[src/rtl/ida_defs.vh]
// Constants for the instruction decoder and its three data-path operations
// Behaviour
// RL1: Subtract-with-borrow stores first minus operand minus carry
// RL2: Borrow out sets carry, else cleared
// RL3: Zero set when 8-bit difference is zero
// RL4: Operand is register or immediate; result to first
// RL5: Bit-test ANDs, sets zero, keeps register
// RL6: Bit-test carry is parity of AND result
// RL7: Bit-test mask from register or immediate
// RL8: XOR stores result, zero flag from result
// RL9: XOR always clears carry
// RL10: 18-bit word; first register index bits 11:8
// RL11: Bit 12 picks immediate or second register
// RL12: Decode add and add-with-carry opcodes
// RL13: Decode logical AND and compare opcodes
// RL14: Decode scratchpad fetch, direct or indirect
// RL15: Decode port input, direct or indirect
// RL16: Decode call, unconditional and conditional, 10-bit target
// RL17: Condition field picks zero/carry set/clear
// RL18: Decode jump, unconditional and conditional
// RL19: Decode interrupt enable and disable
// RL20: Scratchpad address keeps six low bits
// RL21: Scratch field is address, port field port
// RL22: These operations advance program counter by one
// RL23: Flag words matching no known pattern
`ifndef IDA_DEFS_VH
`define IDA_DEFS_VH

`define IDA_IW          18
`define IDA_DW          8
`define IDA_AW          10
`define IDA_SPW         6
`define IDA_OP5_HI      17
`define IDA_OP5_LO      13
`define IDA_OP6_LO      12
`define IDA_SEL_BIT     12
`define IDA_RX_HI       11
`define IDA_RX_LO       8
`define IDA_RY_HI       7
`define IDA_RY_LO       4
`define IDA_K_HI        7
`define IDA_K_LO        0
`define IDA_COND_HI     11
`define IDA_COND_LO     10
`define IDA_A_HI        9
`define IDA_A_LO        0
`define IDA_SP_HI       5
`define IDA_LOW4_HI     3
`define IDA_HI2_HI      7
`define IDA_HI2_LO      6
`define IDA_IE_MID_HI   11
`define IDA_IE_MID_LO   1
`define IDA_OP_ADD      5'h0C
`define IDA_OP_ADDC     5'h0D
`define IDA_OP_AND      5'h05
`define IDA_OP_CMP      5'h0A
`define IDA_OP_FETCH    5'h03
`define IDA_OP_INPUT    5'h02
`define IDA_OP_SUBC     5'h0F
`define IDA_OP_TEST     5'h09
`define IDA_OP_XOR      5'h07
`define IDA_OP6_CALL    6'h30
`define IDA_OP6_CALLC   6'h31
`define IDA_OP6_JUMP    6'h34
`define IDA_OP6_JUMPC   6'h35
`define IDA_OP6_INTC    6'h3C
`define IDA_CC_Z        2'h0
`define IDA_CC_NZ       2'h1
`define IDA_CC_C        2'h2
`define IDA_CC_NC       2'h3
`define IDA_ALU_NONE    2'h0
`define IDA_ALU_SUBC    2'h1
`define IDA_ALU_TEST    2'h2
`define IDA_ALU_XOR     2'h3
`define IDA_PC_ONE      10'h001
`define IDA_ZERO4       4'h0
`define IDA_ZERO2       2'h0
`define IDA_ZERO11      11'h000
`define IDA_ZERO8       8'h00
`define IDA_ZERO10      10'h000

`endif

[src/rtl/ida_alu.v]
// Data-path unit for subtract-with-borrow, bit test and exclusive OR
`timescale 1ns/1ns
`default_nettype none
`include "ida_defs.vh"

module ida_alu (
	// Operation select and operands
	input  wire [1:0]          op,
	input  wire [`IDA_DW-1:0]  a,
	input  wire [`IDA_DW-1:0]  b,
	input  wire                carry_in,
	// Results
	output reg  [`IDA_DW-1:0]  result,
	output reg                 write_en,
	output reg                 carry_out,
	output reg                 zero_out
);

	// Nine-bit difference keeps the borrow as its top bit
	wire [`IDA_DW:0] diff = {1'b0, a} - {1'b0, b} - {{`IDA_DW{1'b0}}, carry_in};
	wire [`IDA_DW-1:0] andv = a & b;
	wire [`IDA_DW-1:0] xorv = a ^ b;

	// Zero tests the stored 8 bits, so -256 also reads as zero
	always @* begin
		result    = a;
		write_en  = 1'b0;
		carry_out = carry_in;
		zero_out  = 1'b0;
		case (op)
			`IDA_ALU_SUBC: begin
				result    = diff[`IDA_DW-1:0];          // [RL1]
				write_en  = 1'b1;                       // [RL4]
				carry_out = diff[`IDA_DW];              // [RL2]
				zero_out  = (diff[`IDA_DW-1:0] == `IDA_ZERO8); // [RL3]
			end
			`IDA_ALU_TEST: begin
				result    = a;                          // [RL5]
				write_en  = 1'b0;                       // [RL5]
				carry_out = ^andv;                      // [RL6]
				zero_out  = (andv == `IDA_ZERO8);       // [RL5]
			end
			`IDA_ALU_XOR: begin
				result    = xorv;                       // [RL8]
				write_en  = 1'b1;
				carry_out = 1'b0;                       // [RL9]
				zero_out  = (xorv == `IDA_ZERO8);       // [RL8]
			end
			default: begin
				result    = a;
				write_en  = 1'b0;
				carry_out = carry_in;
				zero_out  = 1'b0;
			end
		endcase
	end

endmodule // ida_alu
`default_nettype wire

[src/rtl/ida_decoder.v]
// Instruction decoder with flag state, program counter and operation execution
`timescale 1ns/1ns
`default_nettype none
`include "ida_defs.vh"

module ida_decoder (
	// Clock and reset
	input  wire                 sys_clk,
	input  wire                 rst_n,
	// Instruction from program memory
	input  wire [`IDA_IW-1:0]   instr,
	input  wire                 instr_valid,
	// Register file read data
	input  wire [`IDA_DW-1:0]   first_register_data,
	input  wire [`IDA_DW-1:0]   second_register_data,
	// Register file indices and write port
	output wire [3:0]           first_register_operand,
	output wire [3:0]           second_register_operand,
	output reg                  reg_write,
	output reg  [3:0]           reg_write_index,
	output reg  [`IDA_DW-1:0]   reg_write_data,
	// Flags and interrupt enable
	output reg                  carry_flag,
	output reg                  zero_flag,
	output reg                  interrupt_enable,
	// Program counter
	output reg  [`IDA_AW-1:0]   program_counter,
	// Decoded class strobes
	output reg                  dec_add,
	output reg                  dec_add_with_carry_op,
	output reg                  dec_and,
	output reg                  dec_compare,
	output reg                  dec_fetch,
	output reg                  dec_input,
	output reg                  dec_call,
	output reg                  dec_jump,
	output reg                  dec_branch_taken,
	output reg                  dec_illegal,
	// Decoded operand fields
	output reg                  use_register_operand,
	output reg  [`IDA_DW-1:0]   immediate_constant,
	output reg  [`IDA_DW-1:0]   port_number,
	output reg  [`IDA_SPW-1:0]  scratch_address,
	output reg  [`IDA_AW-1:0]   branch_target
);

	// Field slices of the raw word
	wire [4:0] op5 = instr[`IDA_OP5_HI:`IDA_OP5_LO];
	wire [5:0] op6 = instr[`IDA_OP5_HI:`IDA_OP6_LO];
	wire       sel = instr[`IDA_SEL_BIT];                             // [RL11]
	wire [1:0] cc  = instr[`IDA_COND_HI:`IDA_COND_LO];
	wire [`IDA_DW-1:0] kfield = instr[`IDA_K_HI:`IDA_K_LO];
	wire low4_zero = (instr[`IDA_LOW4_HI:0] == `IDA_ZERO4);
	wire hi2_zero  = (instr[`IDA_HI2_HI:`IDA_HI2_LO] == `IDA_ZERO2);

	assign first_register_operand  = instr[`IDA_RX_HI:`IDA_RX_LO];   // [RL10]
	assign second_register_operand = instr[`IDA_RY_HI:`IDA_RY_LO];   // [RL11]

	// Operand for two-operand forms: immediate or second register
	wire [`IDA_DW-1:0] operand_b = sel ? second_register_data : kfield; // [RL4] [RL7]

	// Condition evaluation on present flags
	reg cond_true;
	always @* begin
		case (cc)
			`IDA_CC_Z:  cond_true = zero_flag;                            // [RL17]
			`IDA_CC_NZ: cond_true = ~zero_flag;                           // [RL17]
			`IDA_CC_C:  cond_true = carry_flag;                           // [RL17]
			`IDA_CC_NC: cond_true = ~carry_flag;                          // [RL17]
			default:    cond_true = 1'b0;
		endcase
	end

	// Register-operand forms must hold zero in bits 3:0
	wire two_op_ok = ~sel | low4_zero;                                 // [RL11]

	// Opcode matches
	wire m_subc  = (op5 == `IDA_OP_SUBC)  & two_op_ok;
	wire m_test  = (op5 == `IDA_OP_TEST)  & two_op_ok;
	wire m_xor   = (op5 == `IDA_OP_XOR)   & two_op_ok;
	wire m_add   = (op5 == `IDA_OP_ADD)   & two_op_ok;                 // [RL12]
	wire m_addc  = (op5 == `IDA_OP_ADDC)  & two_op_ok;                 // [RL12]
	wire m_and   = (op5 == `IDA_OP_AND)   & two_op_ok;                 // [RL13]
	wire m_cmp   = (op5 == `IDA_OP_CMP)   & two_op_ok;                 // [RL13]
	wire m_fetch = (op5 == `IDA_OP_FETCH) & (sel ? low4_zero : hi2_zero); // [RL14]
	wire m_input = (op5 == `IDA_OP_INPUT) & two_op_ok;                 // [RL15]
	wire ucond   = (cc == `IDA_CC_Z);
	wire m_call  = ((op6 == `IDA_OP6_CALL) & ucond) | (op6 == `IDA_OP6_CALLC); // [RL16]
	wire m_jump  = ((op6 == `IDA_OP6_JUMP) & ucond) | (op6 == `IDA_OP6_JUMPC); // [RL18]
	wire m_intc  = (op6 == `IDA_OP6_INTC) &
		(instr[`IDA_IE_MID_HI:`IDA_IE_MID_LO] == `IDA_ZERO11);         // [RL19]
	wire m_cond  = (op6 == `IDA_OP6_CALLC) | (op6 == `IDA_OP6_JUMPC);

	// Words outside every known pattern raise the illegal strobe
	wire m_known = m_subc | m_test | m_xor | m_add | m_addc | m_and | m_cmp |
		m_fetch | m_input | m_call | m_jump | m_intc;

	// Data-path operation select
	reg [1:0] alu_op;
	always @* begin
		if (m_subc) begin
			alu_op = `IDA_ALU_SUBC;
		end else if (m_test) begin
			alu_op = `IDA_ALU_TEST;
		end else if (m_xor) begin
			alu_op = `IDA_ALU_XOR;
		end else begin
			alu_op = `IDA_ALU_NONE;
		end
	end

	wire [`IDA_DW-1:0] alu_result;
	wire               alu_we;
	wire               alu_c;
	wire               alu_z;

	ida_alu u_alu (
		.op        (alu_op),
		.a         (first_register_data),
		.b         (operand_b),
		.carry_in  (carry_flag),
		.result    (alu_result),
		.write_en  (alu_we),
		.carry_out (alu_c),
		.zero_out  (alu_z)
	);

	wire alu_active = instr_valid & (alu_op != `IDA_ALU_NONE);

	// Flags, register write and interrupt enable update on executed words
	always @(posedge sys_clk or negedge rst_n) begin
		if (!rst_n) begin
			carry_flag       <= 1'b0;
			zero_flag        <= 1'b0;
			interrupt_enable <= 1'b0;
			reg_write        <= 1'b0;
			reg_write_index  <= `IDA_ZERO4;
			reg_write_data   <= `IDA_ZERO8;
		end else begin
			reg_write <= alu_active & alu_we;                              // [RL1] [RL8]
			if (alu_active) begin
				carry_flag      <= alu_c;                                  // [RL2] [RL6] [RL9]
				zero_flag       <= alu_z;                                  // [RL3] [RL5] [RL8]
				reg_write_index <= first_register_operand;                 // [RL4]
				reg_write_data  <= alu_result;
			end
			if (instr_valid & m_intc) begin
				interrupt_enable <= instr[0];                              // [RL19]
			end
		end
	end

	// Program counter: taken branches load target, the rest step by one
	wire take_branch = (m_call | m_jump) & (~m_cond | cond_true);
	always @(posedge sys_clk or negedge rst_n) begin
		if (!rst_n) begin
			program_counter <= `IDA_ZERO10;
		end else if (instr_valid) begin
			if (take_branch) begin
				program_counter <= instr[`IDA_A_HI:`IDA_A_LO];            // [RL16] [RL18]
			end else begin
				program_counter <= program_counter + `IDA_PC_ONE;         // [RL22]
			end
		end
	end

	// Registered decode strobes and operand fields for the downstream logic
	always @(posedge sys_clk or negedge rst_n) begin
		if (!rst_n) begin
			dec_add               <= 1'b0;
			dec_add_with_carry_op <= 1'b0;
			dec_and               <= 1'b0;
			dec_compare           <= 1'b0;
			dec_fetch             <= 1'b0;
			dec_input             <= 1'b0;
			dec_call              <= 1'b0;
			dec_jump              <= 1'b0;
			dec_branch_taken      <= 1'b0;
			dec_illegal           <= 1'b0;
			use_register_operand  <= 1'b0;
			immediate_constant    <= `IDA_ZERO8;
			port_number           <= `IDA_ZERO8;
			scratch_address       <= {`IDA_SPW{1'b0}};
			branch_target         <= `IDA_ZERO10;
		end else begin
			dec_add               <= instr_valid & m_add;                 // [RL12]
			dec_add_with_carry_op <= instr_valid & m_addc;                // [RL12]
			dec_and               <= instr_valid & m_and;                 // [RL13]
			dec_compare           <= instr_valid & m_cmp;                 // [RL13]
			dec_fetch             <= instr_valid & m_fetch;               // [RL14]
			dec_input             <= instr_valid & m_input;               // [RL15]
			dec_call              <= instr_valid & m_call;                // [RL16]
			dec_jump              <= instr_valid & m_jump;                // [RL18]
			dec_branch_taken      <= instr_valid & take_branch;          // [RL17]
			dec_illegal           <= instr_valid & ~m_known;              // [RL23]
			use_register_operand  <= sel;
			immediate_constant    <= kfield;
			// Port comes from the word or from the second register
			port_number           <= operand_b;                           // [RL15] [RL21]
			// Upper two address bits are dropped: 64 locations only
			scratch_address       <= operand_b[`IDA_SP_HI:0];             // [RL14] [RL20] [RL21]
			branch_target         <= instr[`IDA_A_HI:`IDA_A_LO];
		end
	end

endmodule // ida_decoder
`default_nettype wire

[config.mk]
export PLATFORM = sky130hd
export DESIGN_NAME = ida_decoder
export DESIGN_NICKNAME = d
export VERILOG_FILES = /design/src/rtl/ida_alu.v /design/src/rtl/ida_decoder.v
export VERILOG_INCLUDE_DIRS = /design/src /design/src/rtl
export SDC_FILE = /design/constraint.sdc
export NUM_CORES = 1
export LEC_CHECK = 0
export BUFFER_PORTS_ARGS = -buffer_cell sky130_fd_sc_hd__clkbuf_2
export CORE_ASPECT_RATIO = 0.7
export CORE_MARGIN = 3
export CORE_UTILIZATION = 53
export CTS_BUF_LIST = sky130_fd_sc_hd__clkbuf_8
export CTS_CLUSTER_DIAMETER = 50
export CTS_CLUSTER_SIZE = 24
export DETAILED_ROUTE_END_ITERATION = 12
export GPL_TIMING_DRIVEN = 0
export PLACE_DENSITY_LB_ADDON = 0.1
export SYNTH_ARGS = -nofsm -noshare
export SYNTH_HDL_FRONTEND = slang
export SYNTH_SLANG_ARGS = --single-unit
[constraint.sdc]
create_clock -name sys_clk -period 4.4 [get_ports sys_clk]
set_input_delay 0.44 -clock sys_clk [delete_from_list [all_inputs] [get_ports sys_clk]]
set_output_delay 0.44 -clock sys_clk [all_outputs]
set_load 0.1 [all_outputs]
==> results.sh <==
export IMPL_status="finished, final reports clean"
export IMPL_insertion_delay_ns=0.31
export IMPL_synth_distinct_cells=56
export IMPL_routabilityCongestion=0.8741
export IMPL_slew_headroom_pct=47.75
export IMPL_cts_clk_slew_worst_paths_ns=0.11
export IMPL_setup_slack_ns=0.5096
export IMPL_synth_edff_count=0
export IMPL_worstPathMaxFanout=16
export IMPL_area_delta_synth_final_pct=22.61
export IMPL_slew_viol_final=0
export IMPL_post_place_ws_ns=-0.2277
export IMPL_post_cts_setup_buffers=0
export IMPL_totalWireLength_um=9788
export IMPL_worstSetupPathType="in2reg"
export IMPL_final_util_pct=68.12
export IMPL_synth_seq_cells=55
export IMPL_yosys_area_top_type_share_pct=39.29
export IMPL_critPathArrivalTime_ns=4.12
export IMPL_power_mw=2.151
export IMPL_die_h_um=74.03
export IMPL_h_tree_depth=2
export IMPL_ys_warn_count=0
export IMPL_post_route_min_period_ns=3.890
export IMPL_synth_top_area_cell="dfrtp_1"
export IMPL_tightest_slew_ns=0.7778
export IMPL_dieArea_um2=7638
export IMPL_dpl_hpwl_um=7729
export IMPL_clock_fmax_ghz=0.2570
export IMPL_synth_most_common_cell="dfrtp_1"
export IMPL_worst_setup_path_end_kind="flip-flop"
export IMPL_avgRoutedWirePerCell_um=17.20
export IMPL_p_per_area_nw_per_um2=500.8
export IMPL_vias_per_cell=5.566
export IMPL_setup_viol_count_final=0
export IMPL_vias=3167
export IMPL_drive_gt1_share_pct=32.79
export IMPL_drt_iter0_drc=204
export IMPL_required_ns=4.63
export IMPL_grt_antenna_before_repair=0
export IMPL_rows=24
export IMPL_async_reset_ff_share_pct=100.0
export IMPL_ys_seq_area_share_pct=39.29
export IMPL_fin_crit_sh_pct=88.42
export IMPL_grt_usage_pct=25.56
export IMPL_num_fill_cells=525
export IMPL_cp_start_kind="input pin"
export IMPL_ios=114
export IMPL_cts_tree="done"
export IMPL_overflow=0
export IMPL_p_leak_nw=2.229
export IMPL_maxCapViolCount=0
export IMPL_cts_buffers=5
export IMPL_grt_pass1_vias=2938
export IMPL_initial_core_util_pct=55.56
export IMPL_grt_setup_unrepaired="no"
export IMPL_nets=556
export IMPL_grt_start_max_net_pins=56
export IMPL_diodes=0
export IMPL_hold_violations=0
export IMPL_ir_drop_uv=391.0
export IMPL_cts_root_buf="clkbuf_8"
export IMPL_netlist_top_cells_count="dfrtp_1 (55), nand2_1 (40), inv_1 (31)"
export IMPL_clock_sinks=55
export IMPL_antenna_left=0
export IMPL_core_um2=6306
export IMPL_die_x_um=103.2
export IMPL_synth_area_um2=3503
export IMPL_hp_class="in2async"
export IMPL_worst_hold_slack_ns=0.04879
export IMPL_synth_area_leaders="dfrtp_1 (39%), ha_1 (9.6%), buf_4 (4.7%)"
export IMPL_drc=0
export IMPL_synth_net_count=437
export IMPL_r2r_slack_ns=0.72
export IMPL_grt_pass1_wl_um=14990
export IMPL_holdBufCountCts=0
export IMPL_avgSynthCellArea_um2=9.443
export IMPL_synth_ff_type="dfrtp_1"
export IMPL_drt_pass1_iter_count=5
export IMPL_synthCells=371
export IMPL_tns_ns=0
export IMPL_fin_skew_ns=0.009435
export IMPL_clock_path_buffers=2
export IMPL_portBuffers=112
[cell type report]
class | count | area (um^2) | area share (%)
Clock inverter | 3 | 47.55 | 1.107
Tap cell | 78 | 97.59 | 2.272
Clock buffer | 5 | 68.82 | 1.602
Buffer | 34 | 227.7 | 5.301
Multi-Input combinational cell | 250 | 1780 | 41.45
Inverter | 31 | 116.4 | 2.709
Timing Repair Buffer | 113 | 580.6 | 13.52
Sequential cell | 55 | 1376 | 32.04
[metal layers]
| metal | vias to the layer above | track usage [%] | wire length, um |
|---|---|---|---|
| met5 | - | 0 | 0 |
| met4 | 0 | 4.310 | 50 |
| met3 | 7 | 4.124 | 701 |
| met2 | 136 | 39.16 | 4190 |
| met1 | 1496 | 38.88 | 4845 |
| li1 | 1528 | - | - |
[critical path: stages]
cell and delay [ns]:
clkbuf_2 0.34, mux2i_1 0.32, fa_1 0.48, ha_1 0.22, or2_2 0.31, fa_1 0.41
nand2b_1 0.19, a2111oi_1 0.62, o31ai_1 0.25, or3_1 0.35, a32oi_1 0.19
[cells in the final DEF (no fill, tap or decap), types with 13 or more instances in the layout]
cell type	netlist	layout
clkbuf_2	0	111
dfrtp_1	55	55
o21ai_0	14	14
nand2_1	40	40
nor3_1	13	13
a21oi_1	13	13
inv_1	31	31
ha_1	27	27
buf_4	22	22
nor2_1	18	18
[cells by family after synthesis]
group | share of synthesized area [%]
adders and majority gates | 10.79
and+or+nand+nor | 18.61
DFF | 39.29
buffers and inverters | 9.928
xor gates and xnor gates | 2.500
muxes | 4.214
AOI/OAI and AO/OA | 14.68
[registers in the layout (all words and copies together), names as in the netlist, 3 cells and up]
name	flops
reg_write_index	4
program_counter	10
reg_write_data	8
port_number	3
branch_target	10
scratch_address	5
[path summary, 6_finish.rpt]
| check | to | cells past startpoint | start |
|---|---|---|---|
| worst max-delay path | carry_flag$_DFFE_PN0P_ | 11 | instr[12] |
| worst min-delay path | branch_target[1]$_DFF_PN0_ | 1 | rst_n |
| worst max register to register | carry_flag$_DFFE_PN0P_ | 11 | carry_flag$_DFFE_PN0P_ |
| worst min register to register | reg_write_data[2]$_DFFE_PN0P_ | 2 | reg_write_data[2]$_DFFE_PN0P_ |
| max in group asynchronous | dec_add$_DFF_PN0_ | 2 | rst_n |
| min in group sys_clk | branch_target[6]$_DFF_PN0_ | 1 | instr[6] |
[what timing repair did]
action / CTS / global route
endpoints found under the setup margin: 0 / 3
resized for setup: 0 / 1
endpoints found under the hold margin: 0 / 0
[power breakdown]
group / leakage [nW] / switching, mW / internal (mW) / total [mW]
registers: 0.682 / 0.0713 / 0.579 / 0.650
clock network: 0.0587 / 0.174 / 0.173 / 0.347
logic: 1.49 / 0.914 / 0.240 / 1.15
total: 2.23 / 1.16 / 0.992 / 2.15
[through the flow]
| stage | cell area (um^2) | cells |
|---|---|---|
| floorplan | 3503 | 371 |
| global placement | 4161 | 561 |
| detailed placement | 4161 | 561 |
| CTS | 4278 | 569 |
| global route | 4295 | 569 |
| finish | 4295 | 569 |
(Power assumes the default switching activity.)
